[src/core/ics_cfg.svh]
// Constants of the two-wire slave and crystal-loop status block
`ifndef ICS_CFG_SVH
`define ICS_CFG_SVH
`define ICS_ADDR_HI       3'h5
`define ICS_ADDR_LO       2'h0
`define ICS_NREGS         8
`define ICS_REG_STAT      3'h7
`define ICS_REG_XLOOP     3'h6
`define ICS_STAT1_BIT     7
`define ICS_STAT0_BIT     6
`define ICS_CMOS_BIT      4
`define ICS_PUMP_DIS_BIT  7
`define ICS_XLCTL_HI      3
`define ICS_XLCTL_LO      1
`define ICS_XLCTL_OFF     3'h1
`define ICS_REG_RESET     8'h00
`define ICS_FILT_LEN      3
`endif

[src/core/ics_pkg.sv]
// Types of the two-wire slave block
package ics_pkg;
  typedef enum logic [5:0] {
    ICS_IDLE  = 6'b00_0001,
    ICS_DADR  = 6'b00_0010,
    ICS_PTR   = 6'b00_0100,
    ICS_WDAT  = 6'b00_1000,
    ICS_RDAT  = 6'b01_0000,
    ICS_IGN   = 6'b10_0000
  } ics_state_e;
  typedef logic [7:0] ics_byte_t;
endpackage : ics_pkg

[src/core/ics_pin_filter.sv]
// Two-flop synchroniser with an all-samples-equal glitch filter
`timescale 1ns/1ps
`default_nettype none
`include "ics_cfg.svh"
module ics_pin_filter
  import ics_pkg::*;
#(
  parameter int unsigned FILT_LEN = `ICS_FILT_LEN
) (
  // Clock and reset
  input  wire logic mclk_i,
  input  wire logic rst_n_i,
  // Pin in, clean level out
  input  wire logic pin_i,
  output logic      level_o
);
  logic       sync1_q;
  logic       sync2_q;
  logic [FILT_LEN-1:0] hist_q;

  always_ff @(posedge mclk_i or negedge rst_n_i) begin
    if (!rst_n_i) begin
      sync1_q <= 1'b1;
      sync2_q <= 1'b1;
    end else begin
      sync1_q <= pin_i;
      sync2_q <= sync1_q;
    end
  end

  // Level changes only after FILT_LEN equal samples, so short spikes die here
  always_ff @(posedge mclk_i or negedge rst_n_i) begin
    if (!rst_n_i) begin
      hist_q  <= '1;
      level_o <= 1'b1;
    end else begin
      hist_q <= {hist_q[FILT_LEN-2:0], sync2_q};
      if (&hist_q) begin
        level_o <= 1'b1;
      end else if (~|hist_q) begin
        level_o <= 1'b0;
      end
    end
  end
endmodule : ics_pin_filter
`default_nettype wire

[src/core/ics_slave.sv]
// Two-wire slave with eight config registers and crystal-loop status
`timescale 1ns/1ps
`default_nettype none
`include "ics_cfg.svh"
module ics_slave
  import ics_pkg::*;
#(
  parameter int unsigned NREGS = `ICS_NREGS
) (
  // Clock and reset
  input  wire logic       mclk_i,
  input  wire logic       reset_n_i,
  // Serial bus pins
  input  wire logic       scl_i,
  input  wire logic       sda_i,
  output logic            sda_o,
  output logic            sda_oe_o,
  input  wire logic       addr_sel_i,
  // Crystal loop status in
  input  wire logic       xl_locked_i,
  input  wire logic       xl_range_high_i,
  // Lock / current-program pin
  output logic            lock_pin_o,
  output logic            lock_pin_oe_o,
  // Controls out
  output logic            crystal_loop_pump_disable_o,
  output logic            crystal_osc_shutdown_o,
  output logic            lock_error_o,
  output logic [8*NREGS-1:0] regs_o
);
  ////////////////////////////////////////////////////////////////////////
  // Reset release and pin conditioning
  logic rst_s1_q;
  logic rst_n;
  always_ff @(posedge mclk_i or negedge reset_n_i) begin
    if (!reset_n_i) begin
      rst_s1_q <= 1'b0;
      rst_n    <= 1'b0;
    end else begin
      rst_s1_q <= 1'b1;
      rst_n    <= rst_s1_q;
    end
  end

  logic scl;
  logic sda;
  logic addr_sel;
  ics_pin_filter u_scl (.mclk_i(mclk_i), .rst_n_i(rst_n), .pin_i(scl_i), .level_o(scl));
  ics_pin_filter u_sda (.mclk_i(mclk_i), .rst_n_i(rst_n), .pin_i(sda_i), .level_o(sda));
  ics_pin_filter u_adr (.mclk_i(mclk_i), .rst_n_i(rst_n), .pin_i(addr_sel_i),
                        .level_o(addr_sel));

  ////////////////////////////////////////////////////////////////////////
  // Bus event detection
  logic scl_q;
  logic sda_q;
  always_ff @(posedge mclk_i or negedge rst_n) begin
    if (!rst_n) begin
      scl_q <= 1'b1;
      sda_q <= 1'b1;
    end else begin
      scl_q <= scl;
      sda_q <= sda;
    end
  end
  wire start_ev = scl && scl_q && sda_q && !sda;
  wire stop_ev  = scl && scl_q && !sda_q && sda;
  wire scl_rise = scl && !scl_q;
  wire scl_fall = !scl && scl_q;

  ////////////////////////////////////////////////////////////////////////
  // Byte engine
  ics_state_e state_q;
  logic [3:0] bit_cnt_q;
  ics_byte_t  shift_q;
  ics_byte_t  tx_q;
  logic       ack_phase_q;
  logic       drive_ack_q;
  logic       mst_nack_q;
  logic [2:0] ptr_q;
  ics_byte_t  regs_q [NREGS];
  logic       lock_flag;
  logic       range_dir_q;
  // Address match, held from the eighth rise to the ack decision
  logic       addr_hit_q;

  // Received byte including the bit sampled this edge
  wire ics_byte_t rx_byte = {shift_q[6:0], sda};
  wire addr_hit = (rx_byte[7:5] == `ICS_ADDR_HI) && (rx_byte[4] == 1'b1) &&
                  (rx_byte[3] == addr_sel) && (rx_byte[2:1] == `ICS_ADDR_LO);

  function automatic ics_byte_t read_reg(input logic [2:0] idx);
    ics_byte_t v;
    v = regs_q[idx];
    // live lock flag, or range direction if bit 6 is set, replaces status bit 7 while it is clear
    if (idx == `ICS_REG_STAT && !v[`ICS_STAT1_BIT]) begin
      v[`ICS_STAT1_BIT] = v[`ICS_STAT0_BIT] ? range_dir_q : lock_flag;
    end
    return v;
  endfunction : read_reg

  wire bit8 = (bit_cnt_q == 4'd7);
  logic wr_en;
  always_comb begin
    // update at the eighth clock rise of each data byte
    wr_en = scl_rise && !ack_phase_q && bit8 && (state_q == ICS_WDAT);
  end

  always_ff @(posedge mclk_i or negedge rst_n) begin
    if (!rst_n) begin
      state_q     <= ICS_IDLE;
      bit_cnt_q   <= 4'd0;
      shift_q     <= 8'h00;
      ack_phase_q <= 1'b0;
      drive_ack_q <= 1'b0;
      mst_nack_q  <= 1'b0;
      ptr_q       <= 3'd0;
    end else if (start_ev) begin
      state_q     <= ICS_DADR;
      bit_cnt_q   <= 4'd0;
      ack_phase_q <= 1'b0;
      drive_ack_q <= 1'b0;
      mst_nack_q  <= 1'b0;
    end else if (stop_ev) begin
      state_q     <= ICS_IDLE;
      bit_cnt_q   <= 4'd0;
      ack_phase_q <= 1'b0;
      drive_ack_q <= 1'b0;
    end else if (scl_rise && state_q != ICS_IDLE && state_q != ICS_IGN) begin
      if (ack_phase_q) begin
        if (state_q == ICS_RDAT) begin
          mst_nack_q <= sda;
        end
      end else begin
        shift_q   <= rx_byte;
        bit_cnt_q <= bit8 ? 4'd8 : bit_cnt_q + 4'd1;
      end
    end else if (scl_fall) begin
      if (bit_cnt_q == 4'd8) begin
        // Enter the ninth clock
        bit_cnt_q   <= 4'd0;
        ack_phase_q <= 1'b1;
        case (state_q)
          ICS_DADR: begin
            drive_ack_q <= addr_hit_q;
            if (!addr_hit_q) begin
              state_q <= ICS_IGN;
            end
          end
          ICS_PTR:  drive_ack_q <= 1'b1;
          ICS_WDAT: drive_ack_q <= 1'b1;
          ICS_RDAT: drive_ack_q <= 1'b0;
          default:  drive_ack_q <= 1'b0;
        endcase
        if (state_q == ICS_PTR) begin
          ptr_q <= shift_q[2:0];
        end
        if (state_q == ICS_WDAT || state_q == ICS_RDAT) begin
          ptr_q <= ptr_q + 3'd1;
        end
      end else if (ack_phase_q) begin
        ack_phase_q <= 1'b0;
        drive_ack_q <= 1'b0;
        case (state_q)
          ICS_DADR: state_q <= shift_q[0] ? ICS_RDAT : ICS_PTR;
          ICS_PTR:  state_q <= ICS_WDAT;
          ICS_RDAT: state_q <= mst_nack_q ? ICS_IGN : ICS_RDAT;
          default:  state_q <= state_q;
        endcase
      end
    end
  end

  always_ff @(posedge mclk_i or negedge rst_n) begin
    if (!rst_n) begin
      addr_hit_q <= 1'b0;
    end else if (scl_rise && bit8 && !ack_phase_q && state_q == ICS_DADR) begin
      addr_hit_q <= addr_hit;
    end
  end

  ////////////////////////////////////////////////////////////////////////
  // Register bank
  // zero at reset
  always_ff @(posedge mclk_i or negedge rst_n) begin
    if (!rst_n) begin
      for (int i = 0; i < NREGS; i++) begin
        regs_q[i] <= `ICS_REG_RESET;
      end
    end else if (wr_en) begin
      regs_q[ptr_q] <= rx_byte;
    end
  end

  // Transmit shifter: load at address ack end or after each read ack
  always_ff @(posedge mclk_i or negedge rst_n) begin
    if (!rst_n) begin
      tx_q <= 8'hFF;
    end else if (scl_fall && ack_phase_q) begin
      tx_q <= read_reg(ptr_q);
    end else if (scl_fall && state_q == ICS_RDAT && !ack_phase_q && bit_cnt_q != 4'd8) begin
      tx_q <= {tx_q[6:0], 1'b1};
    end
  end

  // Open drain: only ever pulls low
  always_comb begin
    sda_o    = 1'b0;
    sda_oe_o = 1'b0;
    if (ack_phase_q) begin
      sda_oe_o = drive_ack_q;
    end else if (state_q == ICS_RDAT) begin
      // Each bit stays on the line until the filtered fall; letting go at
      // the eighth rise would cut the last bit short of the master's sample,
      // since our view of the clock lags the pin by the filter delay
      // high bits and nack leave line released
      sda_oe_o = !tx_q[7];
    end
  end

  ////////////////////////////////////////////////////////////////////////
  // Crystal-loop status
  logic lk_s1_q;
  logic rh_s1_q;
  logic rh_s2_q;
  logic lk_prev_q;
  logic lock_err_q;
  always_ff @(posedge mclk_i or negedge rst_n) begin
    if (!rst_n) begin
      lk_s1_q   <= 1'b0;
      lock_flag <= 1'b0;
      rh_s1_q   <= 1'b0;
      rh_s2_q   <= 1'b0;
      lk_prev_q <= 1'b0;
    end else begin
      lk_s1_q   <= xl_locked_i;
      lock_flag <= lk_s1_q;
      rh_s1_q   <= xl_range_high_i;
      rh_s2_q   <= rh_s1_q;
      lk_prev_q <= lock_flag;
    end
  end
  // direction latched on loss of lock
  always_ff @(posedge mclk_i or negedge rst_n) begin
    if (!rst_n) begin
      range_dir_q <= 1'b0;
    end else if (lk_prev_q && !lock_flag) begin
      range_dir_q <= rh_s2_q;
    end
  end
  always_ff @(posedge mclk_i or negedge rst_n) begin
    if (!rst_n) begin
      lock_err_q <= 1'b0;
    end else begin
      lock_err_q <= !lock_flag;
    end
  end
  assign lock_error_o = lock_err_q;

  ics_byte_t stat_r;
  always_comb begin
    stat_r        = regs_q[`ICS_REG_STAT];
    lock_pin_oe_o = stat_r[`ICS_CMOS_BIT];
    case (stat_r[`ICS_STAT1_BIT:`ICS_STAT0_BIT])
      2'b00:   lock_pin_o = lock_flag;
      2'b01:   lock_pin_o = range_dir_q;
      default: lock_pin_o = 1'b0;
    endcase
  end

  assign crystal_loop_pump_disable_o = regs_q[`ICS_REG_XLOOP][`ICS_PUMP_DIS_BIT];
  assign crystal_osc_shutdown_o =
    (regs_q[`ICS_REG_XLOOP][`ICS_XLCTL_HI:`ICS_XLCTL_LO] == `ICS_XLCTL_OFF);
  // port logic needs no crystal clock
  genvar g;
  generate
    for (g = 0; g < NREGS; g++) begin : g_regs
      assign regs_o[8*g +: 8] = regs_q[g];
    end
  endgenerate
endmodule : ics_slave
`default_nettype wire

[config.mk]
export PLATFORM = sky130hd
export DESIGN_NAME = ics_slave
export DESIGN_NICKNAME = d
export VERILOG_FILES = /design/src/core/ics_pkg.sv /design/src/core/ics_pin_filter.sv /design/src/core/ics_slave.sv
export VERILOG_INCLUDE_DIRS = /design/src /design/src/core
export SDC_FILE = /design/constraint.sdc
export NUM_CORES = 1
export LEC_CHECK = 0
export BUFFER_PORTS_ARGS = -buffer_cell sky130_fd_sc_hd__buf_2
export CAP_MARGIN = 20
export CORE_MARGIN = 1
export CORE_UTILIZATION = 31
export CTS_CLUSTER_SIZE = 10
export DETAILED_ROUTE_END_ITERATION = 6
export PLACE_DENSITY_LB_ADDON = 0.1
export SLEW_MARGIN = 20
export SYNTH_ARGS = -nofsm -noshare
export SYNTH_HDL_FRONTEND = slang
export SYNTH_SLANG_ARGS = --single-unit
[constraint.sdc]
create_clock -name mclk_i -period 4.3 [get_ports mclk_i]
set_input_delay 0.215 -clock mclk_i [delete_from_list [all_inputs] [get_ports mclk_i]]
set_output_delay 0.215 -clock mclk_i [all_outputs]
set_load 0.01 [all_outputs]
==> run summary <==
status = finished, final reports clean
via count = 3,762
fin nets = 527
placement-stage cell area = 6230 um^2
CTS tree = yes
layout cells sized above 1 = 46.3%
Crit. End Element = flip-flop
hold crit path type = input pin to asynchronous set/reset pin
Post-DP HPWL = 9840 um
Clock Latency Late Sink = 0.41 ns
antenna violations before repair = 0
switching power = 0.798 mW
fin crit share = 63.8%
Fmax = 365 MHz
Mean Syn Cell Area = 13.0 um^2
Post-synth EDFFs = 0
ANT nets after route = 0
#FFs+latches synth = 125
Setup WS post-layout = 1.56 ns
total wire length = 14,300 um
Logic pwr share = 6.3%
minimum clock period = 2.74 ns
Post-CTS Setup Bufs = 0
H-tree Lvls = 4
Via-to-Cell Ratio = 4.96
post-CTS sizing = 0
Post-Synthesis Cells = 439
Die X = 138 um
synthesis warning total = 0
Final Util = 38.6%
Setup TNS = 0 ns
Static Leakage = 3.30 nW
Clock power frac = 49.7%
Slew Limit Headroom = 29.1%
Core Area = 18,000 um^2
sequential share of power = 44.0%
Reg clk slew, reported paths = 0.06 ns
Die Area = 19,000 um^2
I/O pin total = 78
Pwr Density = 465 nW/um^2
Slew @ Worst Pin = 1.06 ns
RSZ-0062 raised after global routing = false
crit path max fanout = 24
worst vdd ir = 260 uV
routability cong. = 0.785
# setup viols final = 0
FFs w/ async S/R, synth = 100%
Yosys cell types = 67
internal cell power = 2.44 mW
CTS Root Cell = clkbuf_16
first-pass GRT wire length = 22,200 um
Sink Count = 125
CP startpoint kind = flip-flop
GRT Total Usage = 16.0%
cts bufs inserted = 17
grt ovf = 0
WP data arrival = 3.03 ns
average wire per standard cell = 18.8 um
antenna cell count = 0
total power = 3.24 mW
cell row count = 49
largest net degree at the start of global routing = 67
dpl ws = 1.52 ns
number of port buffers = 76
most frequent cells in the layout = 95 x dfrtp_1, 76 x buf_2, 73 x mux2_2, 29 x nand2_1, 29 x dfstp_2
crit path kind = flip-flop to flip-flop
Primary FF master, synth = dfrtp_1
CTS Hold Buffers Added = 6
CP Data Required Time = 4.59 ns
Worst Skew = 0.00633 ns
commonest non-fill, non-tap cell in the layout = dfrtp_1
Die Ht = 138 um
Initial Util = 31.8%
synthesized netlist net count = 450
Final Hold Fails = 0
max cap viols = 0
Syn Std Cell Area = 5730 um^2
drt pass-1 iters = 4
DR DRC count = 0
Initial DRC Count = 171
Syn-to-layout area delta = 21.6%
number of global-route vias before repair = 3,798
Slew Limit Fails = 0
register area share after synthesis = 55.3%
switch share = 24.6%
Design Area, Final = 6960 um^2
Clock Path Buffers = 2
[critical path, cell delays in order (launching register included)]
cell and delay [ns]:
dfrtp_1 1.04, nor2b_1 0.47, nor2b_1 0.69, mux2_2 0.42
[layout make-up]
type                    instances  area (um^2)
clock inverters                10          184
clock buffers                  22          484
multi-input cells             273         2320
flip-flops and latches        125         3170
fillers                      1763        11100
repair buffers                 85          463
inverters                      14         52.6
well taps                     229          287
[cells by family (layout without fill, tap and decap cells)]
kind of cell	after synthesis	in the layout	synth area share [%]
xor gates and xnor gates	4	4	0.612
DFF	125	125	55.3
adders and majority gates	4	4	0.874
AOI/OAI and AO/OA	73	73	8.09
other	2	2	0.131
buffers and inverters	41	131	4.17
muxes	97	97	21.3
and+or+nand+nor	93	93	9.59
[power groups by stage]
| stage | sequential, mW | clock, mW | combinational [mW] |
|---|---|---|---|
| after floorplan | 1.33 | 0 | 0.230 |
| after global placement | 1.45 | 0 | 0.195 |
| after detailed placement | 1.45 | 0 | 0.198 |
| after CTS | 1.43 | 1.64 | 0.204 |
| after global routing | 1.44 | 1.69 | 0.226 |
| final | 1.43 | 1.61 | 0.203 |
[path summary, 6_finish.rpt]
check / start / endpoint / slack [ns] / cells past startpoint
min in group mclk_i: rh_s1_q / rh_s2_q / 0.35 / 0
max: ptr_q[2] / regs_o[37] / 1.56 / 3
min reg2reg: rh_s1_q / rh_s2_q / 0.35 / 0
max reg2reg: ptr_q[2] / regs_o[37] / 1.56 / 3
min: reset_n_i / rst_n / 0.12 / 2
max in group asynchronous: rst_n / u_scl.level_o / 2.89 / 1
[cell usage after synthesis (2+ instances only)]
cell       n  share of area (%)
o21ai_0   28                2.4
mux2i_1   11                1.9
conb_1     2               0.13
nand3_1    5               0.44
nand2_4    3               0.59
nor2_1    20                1.3
mux4_2    12                4.7
clkbuf_1   6               0.39
clkbuf_8   3               0.72
nand2b_1   2               0.22
buf_6      3               0.59
buf_2      5               0.44
dfstp_2   29                 13
ha_1       4               0.87
dfrtp_1   96                 42
o22ai_1    5               0.55
mux2_2    73                 14
a21oi_1   16                1.4
clkbuf_2   5               0.44
buf_4      4               0.52
xor2_1     2               0.31
a221oi_1   3               0.46
a31oi_1    3               0.33
nor3_2     2               0.35
nand4_1    2               0.22
inv_1     14               0.92
nor3_1     3               0.26
a31o_2     2               0.31
nand2_1   29                1.9
nand4b_1   2               0.31
nor2b_1    6               0.66
nor4_1     3               0.33
xnor2_1    2               0.31
[stage by stage]
step	hold slack, ns	cells
3_3_place_gp	0.0000639	720
2_1_floorplan	-0.0806	439
3_5_place_dp	0.00307	720
6_report	0.117	758
4_1_cts	0.0969	758
5_1_grt	0.101	758
[registers in the layout, summed over array words and instances, names as in the netlist, 3 cells and up]
name	cells
u_scl.hist_q	3
bit_cnt_q	4
u_adr.hist_q	3
tx_q	8
state_q	6
ptr_q	3
shift_q	7
regs_o	55
stat_r	8
u_sda.hist_q	3
[layer usage]
metal | global-route usage [%] | share of wire [%] | vias to the layer above
met5 | 0 | 0 | -
met4 | 5.37 | 1.2 | 0
met3 | 3.80 | 3.9 | 13
met2 | 23.8 | 46 | 76
met1 | 22.8 | 49 | 1932
li1 | - | - | 1741
(Power assumes the default switching activity.)
